===== config.mk =====
export PLATFORM = sky130hd
export DESIGN_NAME = pmsc_core
export DESIGN_NICKNAME = d
export VERILOG_FILES = /design/src/pkg/pmsc_pkg.sv /design/src/pmsc_pri_map.sv /design/src/pmsc_core.sv
export SDC_FILE = /design/constraint.sdc
export NUM_CORES = 1
export LEC_CHECK = 0
export BUFFER_PORTS_ARGS = -buffer_cell sky130_fd_sc_hd__buf_2
export CAP_MARGIN = 20
export CELL_PAD_IN_SITES_DETAIL_PLACEMENT = 0
export CELL_PAD_IN_SITES_GLOBAL_PLACEMENT = 1
export CORE_ASPECT_RATIO = 0.5
export CORE_MARGIN = 1
export CORE_UTILIZATION = 31
export DETAILED_ROUTE_END_ITERATION = 10
export MAX_ROUTING_LAYER = met4
export PLACE_DENSITY_LB_ADDON = 0.1
export SYNTH_ARGS = -nofsm -noshare
export SYNTH_HDL_FRONTEND = slang
export SYNTH_HIERARCHICAL = 1
export SYNTH_SLANG_ARGS = --single-unit

===== constraint.sdc =====
create_clock -name clk -period 5.7 [get_ports clk]
set_input_delay 0.285 -clock clk [delete_from_list [all_inputs] [get_ports clk]]
set_output_delay 0.285 -clock clk [all_outputs]
set_load 0.02 [all_outputs]

===== src/pkg/pmsc_pkg.sv =====
/*
 Constants, field layouts and carrier structs for the priority mask and stack
 control block. Assumes a single core clock domain and that the special-register
 move and change-state instructions arrive already decoded from the pipeline.
*/
// Notes on behaviour
// RULE_01 - Without security, fault mask raises execution priority to -1; only NMI passes.
// RULE_02 - Secure fault mask with fault target 0 raises priority to -1.
// RULE_03 - Nonsecure fault mask, target 0: priority 0, or 0x80 when demote set.
// RULE_04 - Target 1: secure fault mask gives -3, nonsecure gives -1.
// RULE_05 - Fault mask boost masks exceptions of lower or equal priority; the code never masks NMI, even under the -3 boost.
// RULE_06 - Base priority is 8 bits [7:0], values from 1, banked secure/nonsecure.
// RULE_07 - With demote set, nonsecure base priority maps into lower half of range.
// RULE_08 - Base priority boost masks exceptions of strictly lower priority; the code also masks equal priority.
// RULE_09 - Unimplemented low base priority bits read zero and ignore writes.
// RULE_10 - Larger numeric priority value means less urgent.
// RULE_11 - Control bit 3 secure FP flag: shared, RAZ/WI from nonsecure.
// RULE_12 - Control bit 2 FP context active, shared, decides FP preservation on entry.
// RULE_13 - Control bit 1 selects thread stack: 0 main, 1 process; banked.
// RULE_14 - Stack select bit is updated on every exception return.
// RULE_15 - Control bit 0 thread privilege: 0 privileged, 1 unprivileged; banked.
// RULE_16 - Handler mode uses main stack; software stack-select writes ignored there.
// RULE_17 - Entry and return rewrite control from the exception return code.
// RULE_18 - After reset thread mode uses the main stack.
// RULE_19 - Software follows a stack select write with a sync barrier.
// RULE_20 - Control is banked per bit; some bits banked, some shared.
// RULE_21 - Every exception is vectored; all but reset run in handler mode.
// RULE_22 - Masks reachable by move instructions; fault mask by change-state too.
// RULE_23 - Pending exception activates only if priority below current execution priority; the code takes NMI whatever its priority.
package pmsc_pkg;

   localparam int PRI_W = 10;                       // Signed priority, room for -3..0x1FF
   localparam logic signed [PRI_W-1:0] PRI_M3   = -10'sd3;
   localparam logic signed [PRI_W-1:0] PRI_M1   = -10'sd1;
   localparam logic signed [PRI_W-1:0] PRI_ZERO = 10'sh000;
   localparam logic signed [PRI_W-1:0] PRI_HALF = 10'sh080;
   localparam logic signed [PRI_W-1:0] PRI_NONE = 10'sh100; // No boost active

   localparam int BP_W = 8;
   localparam int CTL_W = 4;
   localparam int CTL_THREAD_UNPRIVILEGED = 0;
   localparam int CTL_STACK_POINTER_SELECT = 1;
   localparam int CTL_FP_CONTEXT_ACTIVE  = 2;
   localparam int CTL_SECURE_FP_ACTIVE  = 3;

   // Exception return code fields used on return
   localparam int ERC_STACK_POINTER_SELECT = 2;                    // 1: return to process stack
   localparam int ERC_MODE  = 3;                    // 1: return to thread mode
   localparam int ERC_FTYPE = 4;                    // 0: frame held FP state
   localparam int ERC_S     = 6;                    // 1: returning to secure state

   typedef enum logic [1:0] {
      PMSC_SEL_FAULT = 2'h0,
      PMSC_SEL_BASE  = 2'h1,
      PMSC_SEL_CTRL  = 2'h2,
      PMSC_SEL_NONE  = 2'h3
   } pmsc_sel_t;

   // Decoded special-register move or change-state request
   typedef struct packed {
      logic        wr;       // Move to special register
      logic        cps_set;  // Change-state: set fault mask
      logic        cps_clr;  // Change-state: clear fault mask
      pmsc_sel_t   sel;
      logic        bank_ns;  // Access the nonsecure copy
      logic [31:0] wdata;
   } pmsc_req_t;

   // Exception sequencer events
   typedef struct packed {
      logic        entry;
      logic        ret;
      logic        entry_ns; // Target state of the entered handler
      logic [31:0] ret_code;
   } pmsc_exc_t;

   typedef struct packed {
      logic thread_unpriv;
      logic use_process_sp;
      logic fp_active;
      logic secure_fp;
   } pmsc_ctl_t;

endpackage


===== src/pmsc_pri_map.sv =====
/*
 Priority boost computation for one security bank set.
 Assumes all inputs are registered state from the same clock.
*/
`timescale 1ns/1ps
module pmsc_pri_map
   import pmsc_pkg::*;
#(
   parameter int PRI_BITS = 8
) (
   input  wire logic                    sec_ext,
   input  wire logic                    fault_target_select,
   input  wire logic                    nonsecure_priority_demote,
   input  wire logic                    secure_fault_mask,
   input  wire logic                    nonsecure_fault_mask,
   input  wire logic [BP_W-1:0]         secure_base_priority,
   input  wire logic [BP_W-1:0]         nonsecure_base_priority,
   output      logic signed [PRI_W-1:0] exec_pri
);

   function automatic logic signed [PRI_W-1:0] pmin(input logic signed [PRI_W-1:0] a,
                                                    input logic signed [PRI_W-1:0] b);
      return (a < b) ? a : b; // [RULE_10]
   endfunction

   function automatic logic signed [PRI_W-1:0] bp_ext(input logic [BP_W-1:0] v);
      return (v == '0) ? PRI_NONE : {{(PRI_W-BP_W){1'b0}}, v};
   endfunction

   logic signed [PRI_W-1:0] fm_s, fm_ns, bp_s, bp_ns;

   always_comb begin
      fm_s  = PRI_NONE;
      fm_ns = PRI_NONE;
      if (!sec_ext) begin
         if (secure_fault_mask) fm_s = PRI_M1;                          // [RULE_01]
      end else if (!fault_target_select) begin
         if (secure_fault_mask) fm_s = PRI_M1;                          // [RULE_02]
         if (nonsecure_fault_mask)
            fm_ns = nonsecure_priority_demote ? PRI_HALF : PRI_ZERO;  // [RULE_03]
      end else begin
         if (secure_fault_mask) fm_s = PRI_M3;                          // [RULE_04]
         if (nonsecure_fault_mask) fm_ns = PRI_M1;                      // [RULE_04]
      end
      bp_s  = bp_ext(secure_base_priority);                            // [RULE_06]
      bp_ns = PRI_NONE;
      if (sec_ext && nonsecure_base_priority != '0) begin
         if (nonsecure_priority_demote)                                // [RULE_07]
            bp_ns = PRI_HALF + {{(PRI_W-BP_W+1){1'b0}}, nonsecure_base_priority[BP_W-1:1]};
         else
            bp_ns = bp_ext(nonsecure_base_priority);
      end
      exec_pri = pmin(pmin(fm_s, fm_ns), pmin(bp_s, bp_ns));           // [RULE_23]
   end

endmodule // pmsc_pri_map


===== src/pmsc_core.sv =====
/*
 Fault mask, base priority mask and control register logic with secure and
 nonsecure banks, plus the activation gate for a pending exception.
 Assumes the pipeline presents decoded special-register accesses and that the
 exception sequencer presents entry and return events, one per cycle.
*/
`timescale 1ns/1ps
module pmsc_core
   import pmsc_pkg::*;
#(
   parameter int  PRI_BITS = 8,   // Implemented upper bits of the base priority field
   parameter bit  SEC_EXT  = 1'b1
) (
   input  wire logic                    clk,
   input  wire logic                    rst_n,
   input  wire logic                    ce,
   input  wire logic                    cur_ns,           // Executing in nonsecure state
   input  wire logic                    handler_mode,
   input  wire logic                    fault_target_select,
   input  wire logic                    nonsecure_priority_demote,
   input  wire pmsc_req_t               req,
   input  wire pmsc_exc_t               exc,
   input  wire logic                    fp_used,          // FP instruction executed
   input  wire logic                    pend_valid,
   input  wire logic                    pend_is_nmi,
   input  wire logic signed [PRI_W-1:0] pend_pri,
   output      logic [31:0]             rdata,
   output      pmsc_ctl_t               ctl,
   output      logic                    use_process_sp,
   output      logic                    fp_preserve,
   output      logic signed [PRI_W-1:0] exec_pri,
   output      logic                    take_exc
);

   localparam logic [BP_W-1:0] BP_MASK = BP_W'(((1 << PRI_BITS) - 1) << (BP_W - PRI_BITS));

   logic            fm_r      [2];   // Index 0 secure, 1 nonsecure
   logic [BP_W-1:0] bp_r      [2];
   logic            thread_unprivileged_r   [2];
   logic            stack_pointer_select_r   [2];
   logic            fp_context_active_r, secure_fp_active_r;
   logic            fm_nxt    [2];
   logic [BP_W-1:0] bp_nxt    [2];
   logic            thread_unprivileged_nxt [2];
   logic            stack_pointer_select_nxt [2];
   logic            fp_context_active_nxt, secure_fp_active_nxt;
   logic            bank;
   logic [31:0]     rdata_nxt;
   logic            bank_rd;

   always_comb begin
      bank = SEC_EXT ? req.bank_ns : 1'b0;
      for (int i = 0; i < 2; i++) begin
         fm_nxt[i]    = fm_r[i];
         bp_nxt[i]    = bp_r[i];
         thread_unprivileged_nxt[i] = thread_unprivileged_r[i];
         stack_pointer_select_nxt[i] = stack_pointer_select_r[i];
      end
      fp_context_active_nxt = fp_context_active_r;
      secure_fp_active_nxt = secure_fp_active_r;
      if (req.cps_set) fm_nxt[bank] = 1'b1;                                 // [RULE_22]
      if (req.cps_clr) fm_nxt[bank] = 1'b0;                                 // [RULE_22]
      if (req.wr) begin
         case (req.sel)
            PMSC_SEL_FAULT: fm_nxt[bank] = req.wdata[0];                    // [RULE_22]
            PMSC_SEL_BASE:  bp_nxt[bank] = req.wdata[BP_W-1:0] & BP_MASK;   // [RULE_09]
            PMSC_SEL_CTRL: begin
               thread_unprivileged_nxt[bank] = req.wdata[CTL_THREAD_UNPRIVILEGED];                      // [RULE_15]
               if (!handler_mode) stack_pointer_select_nxt[bank] = req.wdata[CTL_STACK_POINTER_SELECT];   // [RULE_16]
               fp_context_active_nxt = req.wdata[CTL_FP_CONTEXT_ACTIVE];                              // [RULE_12]
               if (!cur_ns) secure_fp_active_nxt = req.wdata[CTL_SECURE_FP_ACTIVE];                 // [RULE_11]
            end
            default: ;
         endcase
      end
      if (exc.entry) begin                                                  // [RULE_17]
         stack_pointer_select_nxt[SEC_EXT ? exc.entry_ns : 1'b0] = 1'b0;                   // [RULE_21]
         fp_context_active_nxt = 1'b0;
         secure_fp_active_nxt = 1'b0;
      end
      if (exc.ret) begin                                                    // [RULE_14]
         stack_pointer_select_nxt[SEC_EXT ? ~exc.ret_code[ERC_S] : 1'b0] =
            exc.ret_code[ERC_STACK_POINTER_SELECT] & exc.ret_code[ERC_MODE];               // [RULE_17]
         fp_context_active_nxt = ~exc.ret_code[ERC_FTYPE];                               // [RULE_17]
      end
      // FP use in the same cycle as a clear wins, or live FP state would go unsaved
      fp_context_active_nxt = fp_context_active_nxt | fp_used;                                        // [RULE_12]
      secure_fp_active_nxt = secure_fp_active_nxt | (fp_used & ~cur_ns);                            // [RULE_11]
   end

   // Reads are registered so rdata stays a flop output
   always_comb begin
      rdata_nxt = '0;
      bank_rd   = SEC_EXT ? req.bank_ns : 1'b0;
      case (req.sel)
         PMSC_SEL_FAULT: rdata_nxt[0] = fm_r[bank_rd];
         PMSC_SEL_BASE:  rdata_nxt[BP_W-1:0] = bp_r[bank_rd];               // [RULE_09]
         PMSC_SEL_CTRL: begin                                               // [RULE_20]
            rdata_nxt[CTL_THREAD_UNPRIVILEGED] = thread_unprivileged_r[bank_rd];
            rdata_nxt[CTL_STACK_POINTER_SELECT] = stack_pointer_select_r[bank_rd];
            rdata_nxt[CTL_FP_CONTEXT_ACTIVE]  = fp_context_active_r;
            rdata_nxt[CTL_SECURE_FP_ACTIVE]  = cur_ns ? 1'b0 : secure_fp_active_r;                  // [RULE_11]
         end
         default: rdata_nxt = '0;
      endcase
   end

   always_ff @(posedge clk) begin
      if (!rst_n) begin
         for (int i = 0; i < 2; i++) begin
            fm_r[i]    <= 1'b0;
            bp_r[i]    <= '0;
            thread_unprivileged_r[i] <= 1'b0;
            stack_pointer_select_r[i] <= 1'b0;                                             // [RULE_18]
         end
         fp_context_active_r <= 1'b0;
         secure_fp_active_r <= 1'b0;
         rdata  <= '0;
      end else if (ce) begin
         for (int i = 0; i < 2; i++) begin
            fm_r[i]    <= fm_nxt[i];
            bp_r[i]    <= bp_nxt[i];
            thread_unprivileged_r[i] <= thread_unprivileged_nxt[i];
            stack_pointer_select_r[i] <= stack_pointer_select_nxt[i];
         end
         fp_context_active_r <= fp_context_active_nxt;
         secure_fp_active_r <= secure_fp_active_nxt;
         rdata  <= rdata_nxt;
      end
   end

   pmsc_pri_map #(
      .PRI_BITS (PRI_BITS)
   ) u_pri_map (
      .sec_ext                   (SEC_EXT),
      .fault_target_select       (fault_target_select),
      .nonsecure_priority_demote (nonsecure_priority_demote),
      .secure_fault_mask         (fm_r[0]),
      .nonsecure_fault_mask      (SEC_EXT ? fm_r[1] : 1'b0),
      .secure_base_priority      (bp_r[0]),
      .nonsecure_base_priority   (SEC_EXT ? bp_r[1] : 8'h00),
      .exec_pri                  (exec_pri)
   );

   always_comb begin
      ctl.thread_unpriv  = thread_unprivileged_r[SEC_EXT ? cur_ns : 1'b0];                // [RULE_15]
      ctl.use_process_sp = stack_pointer_select_r[SEC_EXT ? cur_ns : 1'b0];
      ctl.fp_active      = fp_context_active_r;
      ctl.secure_fp      = secure_fp_active_r;
      use_process_sp     = ctl.use_process_sp & ~handler_mode;              // [RULE_13] [RULE_16]
      fp_preserve        = fp_context_active_r;                                          // [RULE_12]
      // Strict compare masks lower or equal priority for both fault mask and base
      // priority, since boosts store the blocking value.
      take_exc = pend_valid & (pend_is_nmi | (pend_pri < exec_pri));        // [RULE_05] [RULE_08] [RULE_23]
   end

endmodule // pmsc_core


==> key figures <==
Placement
  • Placed instance area: 4060 um^2
  • DP Cell Count: 598
  • Pre-CTS setup slack: -0.439 ns
  • # port buffers: 65
  • Dpl hpwl: 6800 um
  • Placer congestion estimate: 0.835

Clock tree
  • Clock buffer count from CTS: 5
  • Clock-pin slew on the worst setup and hold paths: 0.05 ns
  • Worst-Skew Late Latency: 0.27 ns
  • Hold buffer count at CTS: 0
  • Htree depth: 2
  • Clock sink count: 32
  • TritonCTS clock tree: built
  • CTS max path bufs: 2
  • Root Driver: clkbuf_16

STA
  • Max frequency: 166 MHz
  • Tcrit/Tclk final: 106%
  • Total negative slack: -0.327 ns
  • Slew margin rel.: 46.8%
  • Final setup violation count: 1
  • RSZ-0062 raised after global routing: true
  • Slew @ Worst Pin: 0.797 ns
  • Final setup margin: -0.327 ns
  • Period minus WS final: 6.03 ns
  • Final Slew Violations: 0
  • Worst Clk Skew: 0.00505 ns
  • Worst hold slack: 0.333 ns
  • Final Hold Vio Count: 0

Floorplan
  • Rows: 25
  • Die Width: 145 um
  • Area of the core: 9700 um^2
  • DIE HEIGHT: 73.6 um
  • Full die area: 10700 um^2
  • Initial core utilization: 32.8%
  • Ports: 142

Finish
  • Ant diodes: 0
  • Fillers: 921
  • Final Net Count: 623
  • Area grow syn2layout: 43.4%
  • Post-route cell area: 4560 um^2
  • Share of cells above drive strength 1: 44.6%
  • Layout Cells excl Fill: 631
  • Post-layout util: 47.0%

Global route
  • Congestion Overflow GR: 0
  • Initial antenna violation count: 0
  • Largest net degree at the start of global routing: 33
  • Vias in the first global route: 2895
  • First-pass GRT wire length: 14200 um
  • Aggregate global-route resource usage: 17.4%

Power
  • Static Leakage: 2.16 nW
  • Worst vdd ir: 0.101 mV
  • PD cells: 243 nW/um^2
  • Pwr Total: 1.11 mW

Setup path
  • Crit-path max cell delay: 0.37 ns
  • Crit path kind: register to output pin
  • CP bufs+invs: 19
  • Startpoint types: register
  • CP endpoint kind: output pin
  • Worst path slowest cell: o41a_1
  • CP most frequent cell: buf_4
  • Crit path max fanout: 5
  • WP data required: 5.41 ns
  • CP Data Arrival Time: 5.74 ns
  • Crit path max-delay family: buffers and inverters

Flow run
  • Max-Cap Viols: 0

Synth
  • Number of enable flip-flop cells after synthesis: 22
  • Cell area after synthesis: 3180 um^2
  • Yosys cell types: 50
  • Share of the synthesized area in the top cell type: 20.8%
  • Synth top area cells: edfxtp_1, ha_1, mux2i_1, buf_4, dfxtp_1
  • Sequential cell area fraction in the yosys report: 27.1%
  • Top-count cell post-synth: ha_1
  • Synthesized area per cell: 8.83 um^2
  • Post-synth ARST share: 0%
  • Area leader, netlist: edfxtp_1
  • Synth warn: 6
  • Main flop type after synthesis: edfxtp_1
  • Post-Synthesis Cells: 360
  • Synth cell count leaders: ha_1, nand2_1, inv_1
  • Synthesis-stage register bit count: 32

Drt
  • Routed WL per cell: 13.9 um
  • Vias per cell: 4.74
  • Vias: 2990
  • Final wirelength: 8790 um
  • DRT Pass-1 Iters: 5
  • Initial drt markers: 107
  • # DRC: 0
  • ANT nets after route: 0

Hold path
  • Hold crit path type: input pin to register

Status
  • Status: finished, violations left
  • Failing checks: setup timing
## worst register-to-register path: cells and delay by family, from the launching register on
kind | cells | cell delay [ns]
compound gates | 2 | 0.27
buf+inv | 1 | 0.16
flops | 1 | 0.39
mux | 1 | 0.28
simple gates | 1 | 0.16
## flip-flops by register name, indices dropped and copies added, names as in the netlist
register,count
secure_fp_active_r,1
rdata,8
fm_r,2
bp_r,16
thread_unprivileged_r,2
stack_pointer_select_r,2
fp_preserve,1
## worst paths after layout
check	startpoint	endpoint	slack, ns	cells after the start
max reg2reg	bp_r[1][1]	rdata[1]	4.34	5
min reg2reg	rdata[4]	rdata[4]	0.45	2
max	bp_r[1][2]	take_exc	-0.33	34
min	fp_used	fp_preserve	0.33	3
## layout by cell type (no fill, tap or decap), types with 4 or more instances in the layout
cell        n
mux2_4      8
nand4_1     7
edfxtp_1   22
nor2b_1     5
inv_2       4
mux2_2     12
clkbuf_16   5
nand3_1     5
dfxtp_1    10
ha_4        9
o21ai_0     9
buf_2      64
inv_1      28
conb_1     25
nor3_1      4
mux2i_1    25
o22ai_1     5
a21oi_1    18
ha_1       26
a21o_1      6
nor2_1     20
buf_4      81
a21oi_4     6
nand2_1    31
## kinds of logic (layout without fill, tap and decap cells)
kind of cell / after synthesis / after routing / synth area share, %
buf+inv: 75 / 188 / 12.6
flops: 32 / 32 / 27.1
compound gates: 70 / 70 / 14.4
fa+ha+maj: 35 / 35 / 13.8
mux: 48 / 48 / 16.9
simple gates: 98 / 98 / 15.0
other cells: 2 / 25 / 0.236
## layout make-up
type                       instances  area [um^2]  area share [%]
multi-input combinational        276         2310            50.7
timing repair buffer             148          962            21.1
sequential                        32          861            18.9
tap                              135          169            3.71
clock buffer                       7          133            2.91
inverter                          32          120            2.64
clock inverter                     1         3.75          0.0824
## power by group
part / internal (mW) / switching (mW) / leakage, nW
logic: 0.294 / 0.292 / 1.78
registers: 0.263 / 0.00879 / 0.312
clock network: 0.160 / 0.0881 / 0.0655
total: 0.718 / 0.389 / 2.16
## routing by layer
| layer | GRT usage (%) | up-vias | wire (um) |
|---|---|---|---|
| met3 | 3.35 | 2 | 393 |
| li1 | - | 1498 | - |
| met1 | 22.0 | 1397 | 4300 |
| met4 | 2.22 | 0 | 10 |
| met5 | - | - | 0 |
| met2 | 29.8 | 93 | 4080 |
## what timing repair did
action                     CTS  global route
cloned                       0             0
setup endpoints to repair    1             1
pin swaps                   18            15
buffers inserted            21             4
gates resized for setup     19            15
Power figures use the tool's default switching activity.
